File: config.mk
export PLATFORM = sky130hd
export DESIGN_NAME = fpme_engine
export DESIGN_NICKNAME = d
export VERILOG_FILES = /design/src/verilog/fpme_pkg.sv /design/src/verilog/fpme_engine.sv
export SDC_FILE = /design/constraint.sdc
export NUM_CORES = 1
export LEC_CHECK = 0
export BUFFER_PORTS_ARGS = -buffer_cell sky130_fd_sc_hd__buf_4
export CAP_MARGIN = 5
export CORE_MARGIN = 8
export CORE_UTILIZATION = 55
export DETAILED_ROUTE_END_ITERATION = 12
export GPL_ROUTABILITY_DRIVEN = 0
export GPL_TIMING_DRIVEN = 0
export PLACE_DENSITY_LB_ADDON = 0.12
export SKIP_CTS_REPAIR_TIMING = 1
export SYNTH_ARGS = -nofsm -noshare
export SYNTH_HDL_FRONTEND = slang
export SYNTH_SLANG_ARGS = --single-unit
File: constraint.sdc
create_clock -name i_clock -period 3.5 [get_ports i_clock]
set_clock_uncertainty 0.05 [all_clocks]
set_input_delay 0.875 -clock i_clock [delete_from_list [all_inputs] [get_ports i_clock]]
set_output_delay 0.875 -clock i_clock [all_outputs]
set_load 0.1 [all_outputs]
File: src/verilog/fpme_pkg.sv
`default_nettype none
package fpme_pkg;
   // ==========================================================
   // timing
   localparam int unsigned CLOCK_HZ = 50000000;
   localparam int unsigned PROG_MIN_MS = 1;
   localparam int unsigned PROG_MAX_MS = 3000;
   localparam int unsigned ERASE_MIN_MS = 100;
   localparam int unsigned ERASE_MAX_MS = 40000;
   localparam longint unsigned CYC_PER_MS = longint'(CLOCK_HZ) / 64'd1000;
   localparam logic [31:0] PROG_MIN_CYC = 32'(longint'(PROG_MIN_MS) * CYC_PER_MS);
   localparam logic [31:0] PROG_MAX_CYC = 32'(longint'(PROG_MAX_MS) * CYC_PER_MS);
   localparam logic [31:0] ERASE_MIN_CYC = 32'(longint'(ERASE_MIN_MS) * CYC_PER_MS);
   localparam logic [31:0] ERASE_MAX_CYC = 32'(longint'(ERASE_MAX_MS) * CYC_PER_MS);
   // ==========================================================
   // page and commands
   localparam int PAGE_BYTES = 128;
   localparam logic [6:0] PAGE_LAST = 7'h7F;
   localparam logic [7:0] PAGE_OFS_LO = 8'h00;
   localparam logic [7:0] PAGE_OFS_HI = 8'h80;
   localparam logic [7:0] CMD_READ = 8'h00;
   localparam logic [7:0] CMD_PROG = 8'h40;
   localparam logic [7:0] CMD_ERASE = 8'h20;
   localparam logic [7:0] CMD_STATUS = 8'h71;
   // ==========================================================
   // status byte fields
   localparam int ST_ABNORMAL = 7;
   localparam int ST_CMD_ERR = 6;
   localparam int ST_PROG_ERR = 5;
   localparam int ST_ERASE_ERR = 4;
   localparam int ST_COUNT = 1;
   localparam int ST_BAD_ADDR = 0;
   localparam int POLL_DONE = 7;
   localparam int POLL_OK = 6;
   localparam logic [7:0] ZERO_BYTE = 8'h00;
   // ==========================================================
   typedef enum logic [3:0] {
      S_READ = 4'h0,
      S_WAIT = 4'h1,
      S_PGM_LOAD = 4'h2,
      S_PGM_RUN = 4'h3,
      S_ERS_CMD2 = 4'h4,
      S_ERS_RUN = 4'h5,
      S_STS_CMD2 = 4'h6,
      S_POLL = 4'h7,
      S_STATUS = 4'h8
   } fpme_state_t;
   typedef struct packed {
      logic ce_n;
      logic oe_n;
      logic we_n;
      logic flash_write_permit_pin;
      logic [17:0] addr;
      logic [7:0] data;
   } fpme_pins_t;
   typedef struct packed {
      logic done;
      logic fail;
      logic count_exceeded;
      logic [7:0] rdata;
   } fpme_array_rsp_t;
endpackage : fpme_pkg
`default_nettype wire

File: src/verilog/fpme_engine.sv
// Contract
// - a program operation writes one 128-byte page from 128 consecutive data writes.
// - page address low byte must be 00 or 80; else program anyway, flag error.
// - poll bits 7 and 6 held until next command write, returned on reads.
// - erase covers the whole array only.
// - status read reports why an operation ended abnormally.
// - status byte holds until a command selecting another mode.
// - status bit7 abnormal end; bits 6,5,4 command, program, erase error.
// - status bit1 count exceeded, bit0 bad address; all reset to zero.
// - status bits 3 and 2 undefined; driven as zero.
// - poll bit7 reads 0 while running, 1 after any end.
// - poll bit6 is 1 only on normal end; bits 5..0 read 0.
// - program sequence is one command byte plus 128 data bytes.
// - after reset the device is in memory read mode.
// - after an operation the device waits for a command; reads need a read command.
`default_nettype none
module fpme_engine #(
   parameter logic [31:0] PROG_MIN = fpme_pkg::PROG_MIN_CYC,
   parameter logic [31:0] PROG_MAX = fpme_pkg::PROG_MAX_CYC,
   parameter logic [31:0] ERASE_MIN = fpme_pkg::ERASE_MIN_CYC,
   parameter logic [31:0] ERASE_MAX = fpme_pkg::ERASE_MAX_CYC
) (
   input wire logic i_clock,
   input wire logic i_resetn,
   input wire logic i_enable,
   input wire fpme_pkg::fpme_pins_t i_pins,
   input wire fpme_pkg::fpme_array_rsp_t i_array,
   input wire logic [6:0] i_array_idx,
   output logic [7:0] o_data,
   output logic o_data_oe,
   output logic [17:0] o_array_addr,
   output logic [7:0] o_array_wdata,
   output logic o_array_prog,
   output logic o_array_erase
);
   import fpme_pkg::*;

   // ==========================================================
   // strobes
   function automatic logic page_ok(input logic [7:0] lo);
      page_ok = (lo == PAGE_OFS_LO) || (lo == PAGE_OFS_HI);
   endfunction : page_ok

   fpme_state_t state, next_state;
   logic we_q, next_we_q;
   logic [31:0] cnt, next_cnt;
   logic [6:0] idx, next_idx;
   logic [7:0] status, next_status;
   logic [7:0] poll, next_poll;
   logic done_seen, next_done_seen;
   logic [17:0] page_addr, next_page_addr;
   logic [7:0] page [PAGE_BYTES];
   logic [7:0] next_data;
   logic next_oe, next_prog, next_erase;
   logic wr, rd;

   // write taken on the rising edge of the write strobe under chip select
   assign wr = !we_q && i_pins.we_n && !i_pins.ce_n;
   assign rd = !i_pins.ce_n && !i_pins.oe_n && i_pins.we_n;

   // ==========================================================
   // sequencer
   always_comb begin
      logic [31:0] lim_min;
      logic [31:0] lim_max;
      logic run;
      lim_min = (state == S_ERS_RUN) ? ERASE_MIN : PROG_MIN;
      lim_max = (state == S_ERS_RUN) ? ERASE_MAX : PROG_MAX;
      run = (state == S_PGM_RUN) || (state == S_ERS_RUN);
      next_state = state;
      next_we_q = i_pins.we_n;
      next_cnt = cnt;
      next_idx = idx;
      next_status = status;
      next_poll = poll;
      next_done_seen = done_seen;
      next_page_addr = page_addr;
      next_prog = 1'b0;
      next_erase = 1'b0;
      if (run) begin
         // device ends no sooner than the least time, times out at the longest
         next_cnt = cnt + 32'h00000001;
         next_done_seen = done_seen || i_array.done;
         if (cnt >= lim_max - 32'h00000001) begin
            next_state = S_POLL;
            next_poll = 8'h80;
            next_status[ST_ABNORMAL] = 1'b1;
            next_status[ST_COUNT] = 1'b1;
            next_status[(state == S_ERS_RUN) ? ST_ERASE_ERR : ST_PROG_ERR] = 1'b1;
         end else if ((done_seen || i_array.done) && cnt >= lim_min - 32'h00000001) begin
            next_state = S_POLL;
            next_poll = i_array.fail ? 8'h80 : 8'hC0;
            if (i_array.fail || status[ST_BAD_ADDR]) begin
               next_status[ST_ABNORMAL] = 1'b1;
               next_status[(state == S_ERS_RUN) ? ST_ERASE_ERR : ST_PROG_ERR] = 1'b1;
               next_status[ST_COUNT] = i_array.count_exceeded;
               if (status[ST_BAD_ADDR])
                  next_poll = 8'h80;
            end
         end
      end else if (wr) begin
         unique case (state)
            S_PGM_LOAD: begin
               if (idx == 7'h00) begin
                  next_page_addr = i_pins.addr;
                  next_status[ST_BAD_ADDR] = !page_ok(i_pins.addr[7:0]);
               end
               next_idx = idx + 7'h01;
               if (idx == PAGE_LAST) begin
                  next_state = S_PGM_RUN;
                  next_prog = 1'b1;
                  next_cnt = 32'h00000000;
                  next_done_seen = 1'b0;
                  next_poll = ZERO_BYTE;
               end
            end
            S_ERS_CMD2, S_STS_CMD2: begin
               if (state == S_ERS_CMD2 && i_pins.data == CMD_ERASE) begin
                  next_state = S_ERS_RUN;
                  next_erase = 1'b1;
                  next_cnt = 32'h00000000;
                  next_done_seen = 1'b0;
                  next_poll = ZERO_BYTE;
               end else if (state == S_STS_CMD2 && i_pins.data == CMD_STATUS) begin
                  next_state = S_STATUS;
               end else begin
                  next_state = S_WAIT;
                  next_status[ST_ABNORMAL] = 1'b1;
                  next_status[ST_CMD_ERR] = 1'b1;
               end
            end
            default: begin
               // a first command byte; any mode but status read clears the return code
               if (i_pins.data != CMD_STATUS)
                  next_status = ZERO_BYTE;
               next_poll = ZERO_BYTE;
               next_idx = 7'h00;
               if (i_pins.data == CMD_READ)
                  next_state = S_READ;
               else if (i_pins.data == CMD_PROG && i_pins.flash_write_permit_pin)
                  next_state = S_PGM_LOAD;
               else if (i_pins.data == CMD_ERASE && i_pins.flash_write_permit_pin)
                  next_state = S_ERS_CMD2;
               else if (i_pins.data == CMD_STATUS)
                  next_state = S_STS_CMD2;
               else begin
                  next_state = S_WAIT;
                  next_status[ST_ABNORMAL] = 1'b1;
                  next_status[ST_CMD_ERR] = 1'b1;
               end
            end
         endcase
      end
      // undefined bits kept at zero so the byte is deterministic
      next_status[3:2] = 2'b00;
   end

   // ==========================================================
   // read path
   always_comb begin
      next_oe = rd;
      unique case (state)
         S_READ: next_data = i_array.rdata;
         S_STATUS: next_data = status;
         S_PGM_RUN, S_ERS_RUN, S_POLL: next_data = poll;
         default: next_data = ZERO_BYTE;
      endcase
   end

   always_ff @(posedge i_clock) begin
      if (!i_resetn) begin
         state <= S_READ;
         we_q <= 1'b1;
         cnt <= 32'h00000000;
         idx <= 7'h00;
         status <= ZERO_BYTE;
         poll <= ZERO_BYTE;
         done_seen <= 1'b0;
         page_addr <= 18'h00000;
         o_data <= ZERO_BYTE;
         o_data_oe <= 1'b0;
         o_array_addr <= 18'h00000;
         o_array_wdata <= ZERO_BYTE;
         o_array_prog <= 1'b0;
         o_array_erase <= 1'b0;
      end else if (i_enable) begin
         state <= next_state;
         we_q <= next_we_q;
         cnt <= next_cnt;
         idx <= next_idx;
         status <= next_status;
         poll <= next_poll;
         done_seen <= next_done_seen;
         page_addr <= next_page_addr;
         o_data <= next_data;
         o_data_oe <= next_oe;
         o_array_addr <= (state == S_READ) ? i_pins.addr : page_addr;
         o_array_wdata <= page[i_array_idx];
         o_array_prog <= next_prog;
         o_array_erase <= next_erase;
      end
   end

   // page buffer: no reset, every byte is rewritten before each program
   always_ff @(posedge i_clock) begin
      if (i_enable && state == S_PGM_LOAD && wr)
         page[idx] <= i_pins.data;
   end
endmodule : fpme_engine
`default_nettype wire

==> flow_summary_export.csv <==
group,metric,value,unit
synth,synth_nets,2408,
clock_network,root_buffer,"clkbuf_16",
pwr,power.leakage,16.58,nW
detailed_routing,drt_iter0_drc,2498,
synth,synth.distinct_cells,74,
synth,synth_area,0.04507,sq mm
pwr,cellPowerDensity,547.7,mW/mm^2
worst_setup_path,cp-end-kind,"flip-flop",
pwr,peakVddDrop,0.0004520,V
hold_path,min-delay-start,"i_array[10]",
run,cap_violations,0,
clock_network,cts-htree-levels,3,
clock_network,cts_made_buffers,112,
finish,fin_util,63.39,%
floorplanning,dieWidth,302.3,microns
detailed_routing,wirelength,109800,microns
synth,ys_warn_count,0,
clock_network,clkTransAtPathRegs,0.07,ns
global_route,grt_pass1_wl,158400,microns
detailed_routing,via_per_inst,6.375,
synth,synth_seq_cells,1132,
synth,synthCells,2333,
timing,finalCritPeriodShare,103.4,%
clock_network,clkLatencyLatePin,0.69,ns
worst_setup_path,timing.rr.end,"page[70][1]",
timing,setup_violations,7,
detailed_routing,drc,0,
synth,synth_seq_area_share,73.02,%
worst_setup_path,cp_data_required_time,3.97,ns
floorplanning,die-area,0.09137,sq mm
finish,area_delta_synth_final,14.74,%
global_route,antenna_found_initial,2,
run_status,status,"finished, violations left",
floorplanning,io_pins,88,
run_status,violations,"setup timing",
pwr,p_total,0.02833,W
clock_network,clock_sinks,1132,
synth,synth_edf_count,1024,
timing,max_freq,276.3,MHz
timing,worst_pin_slew,1.228,ns
worst_setup_path,worst-r2r-setup-slack,0.10,ns
clock_network,clk_path_buf_depth,3,
hold_path,hold_class,"in2reg",
timing,hold_viol_final,0,
detailed_routing,first_pass_iters,5,
global_route,gr-total-overflow,0,
detailed_routing,ant_nets,0,
worst_setup_path,arrival,4.09,ns
hold_path,holdPathEnd,"done_seen",
synth,ys_async_sr_fraction,0,%
worst_setup_path,cp-start-kind,"primary input",
detailed_routing,routedWlPerCell,29.50,microns
timing,fin_tns_setup,-0.5454,ns
worst_setup_path,worst-path-max-fanout,10,
synth,syn_area_per_cell,19.32,sq um
placement,io_buffer_count,82,
floorplanning,rows,105,
finish,nets,2635,
hold_path,holdPathStages,3,
floorplanning,die_h,302.3,microns
global_route,grt_pass1_vias,23668,
placement,dp_hpwl,69980,microns
timing,setup_ws,-0.1197,ns
global_route,globalRouteTotalUtil,23.86,%
timing,relSlewSlack,18.15,%
worst_setup_path,worst-setup-path-type,"in2reg",
worst_setup_path,r2r_cells,7,
placement,place_worst_setup_slack,-1.265,ns
synth,synth_ff_type,"edfxtp_1",
global_route,grt_max_degree,135,
timing,rsz0062_at_grt,"yes",
timing,finalCriticalPeriod,3.620,ns
floorplanning,core,0.08158,sq mm
timing,slew_viol_final,0,
clock_network,cts_tree,"built",
floorplanning,initial_core_util,55.25,%
detailed_routing,vias,23735,
finish,drive_gt1_share,28.21,%
worst_setup_path,r2r_start,"state[2]",
## kinds of logic after synthesis
family                     after synthesis  share of synthesized area, %
xor gates and xnor gates                33                        0.6412
AOI/OAI and AO/OA                      160                         2.401
muxes                                  389                         17.11
adders and majority gates               25                        0.6884
DFF                                   1132                         73.02
buffers and inverters                  137                         1.327
and+or+nand+nor                        457                         4.813
## worst max-delay path: stages
cell and delay, ns:
buf_2 0.26, buf_2 0.45, buf_1 0.91, mux4_2 0.45, mux2i_1 0.13, o21ai_0 0.12
a311oi_1 0.70, nor4_1 0.17
## flip-flops by register name (all words and copies together) (netlist names), 2 cells and up, named ones only
name           count
state              4
poll               2
cnt               32
o_array_wdata      8
page            1024
idx                7
page_addr         18
o_array_addr      18
status             5
o_data             8
## synthesized netlist by cell type (all sizes together) (3+ instances only)
| cell type | n | share of area, % |
|---|---|---|
| nand3 | 33 | 0.37 |
| a21boi | 9 | 0.15 |
| xnor2 | 19 | 0.37 |
| a21oi | 40 | 0.44 |
| nor4 | 13 | 0.21 |
| a211oi | 8 | 0.13 |
| inv | 13 | 0.11 |
| ha | 24 | 0.67 |
| o211a | 11 | 0.24 |
| edfxtp | 1024 | 68 |
| o21ai | 32 | 0.36 |
| mux2i | 73 | 1.6 |
| nor3 | 32 | 0.36 |
| xor2 | 14 | 0.27 |
| mux2 | 12 | 0.30 |
| a311oi | 3 | 0.058 |
| or3 | 6 | 0.083 |
| dfxtp | 108 | 4.8 |
| a31oi | 4 | 0.056 |
| nand4 | 16 | 0.29 |
| nor2 | 208 | 1.7 |
| nand2 | 79 | 0.66 |
| o22ai | 16 | 0.22 |
| mux4 | 304 | 15 |
| and3 | 4 | 0.056 |
| or2 | 4 | 0.061 |
| nor2b | 32 | 0.44 |
| nand2b | 10 | 0.14 |
| nand4b | 5 | 0.13 |
| clkbuf | 58 | 0.48 |
| o221ai | 6 | 0.12 |
| a2111oi | 3 | 0.10 |
| buf | 65 | 0.73 |
| o31ai | 7 | 0.12 |
## worst max path at each step
stage                   start                to  slack [ns]  cells after the start
3_3_place_gp         state[1]         status[4]       -1.24                     12
6_report       i_array_idx[1]  o_array_wdata[5]       -0.12                      8
3_5_place_dp         state[1]         status[4]       -1.26                     12
5_1_grt        i_array_idx[1]  o_array_wdata[3]       -0.12                      9
2_1_floorplan        state[1]         status[7]        0.04                     12
4_1_cts              state[2]       page[87][6]       -1.29                      7
## per-layer routing
metal  up-vias  global-route usage, %  wire length, microns
li1       9994                      -                     -
met3       221                  5.343                  8900
met5         -                      0                    29
met1     12516                  32.65                 44450
met2      1000                  38.72                 52690
met4         4                  6.943                  3757
## stage by stage
stage	hold WS, ns	std cells	area, sq um
6_report	0.3803	3723	51720
5_1_grt	0.3707	3722	51710
2_1_floorplan	0.3694	2333	45070
3_5_place_dp	0.3959	3486	47030
3_3_place_gp	0.3911	3485	47030
4_1_cts	0.3493	3692	50700
## layout by cell type, fill, tap and decap left out, types with 12 or more instances in the layout
cell type / instances
a21oi_1: 40
o22ai_1: 16
nand3_1: 32
nand2_1: 76
buf_2: 38
nor2_2: 23
dfxtp_1: 107
nor2_4: 55
edfxtp_1: 1024
clkinv_1: 19
xnor2_1: 19
clkbuf_1: 74
xor2_1: 14
nor2b_1: 32
buf_1: 24
mux2i_1: 73
mux2_2: 12
nor2_1: 130
o21ai_0: 30
mux4_2: 304
nand4_1: 14
bufinv_16: 12
inv_1: 12
ha_1: 23
clkbuf_16: 112
buf_4: 106
nor3_1: 31
clkinv_2: 19
## layout make-up
type	count	area, sq um
Sequential cell	1132	32910
Fill cell	5511	29870
Timing Repair Buffer	113	1028
Inverter	14	57.56
Clock inverter	64	715.7
Tap cell	1070	1339
Buffer	123	570.5
Multi-Input combinational cell	1064	12130
Clock buffer	142	2955
Antenna cell	1	2.502
## report_power, final
part	total, W	internal [W]	switching [W]	leakage, nW
Sequential	0.0148	0.0147	0.0000227	10.1
Combinational	0.00155	0.000549	0.00100	4.72
Clock	0.0120	0.00688	0.00512	1.78
Power figures use the tool's default switching activity.
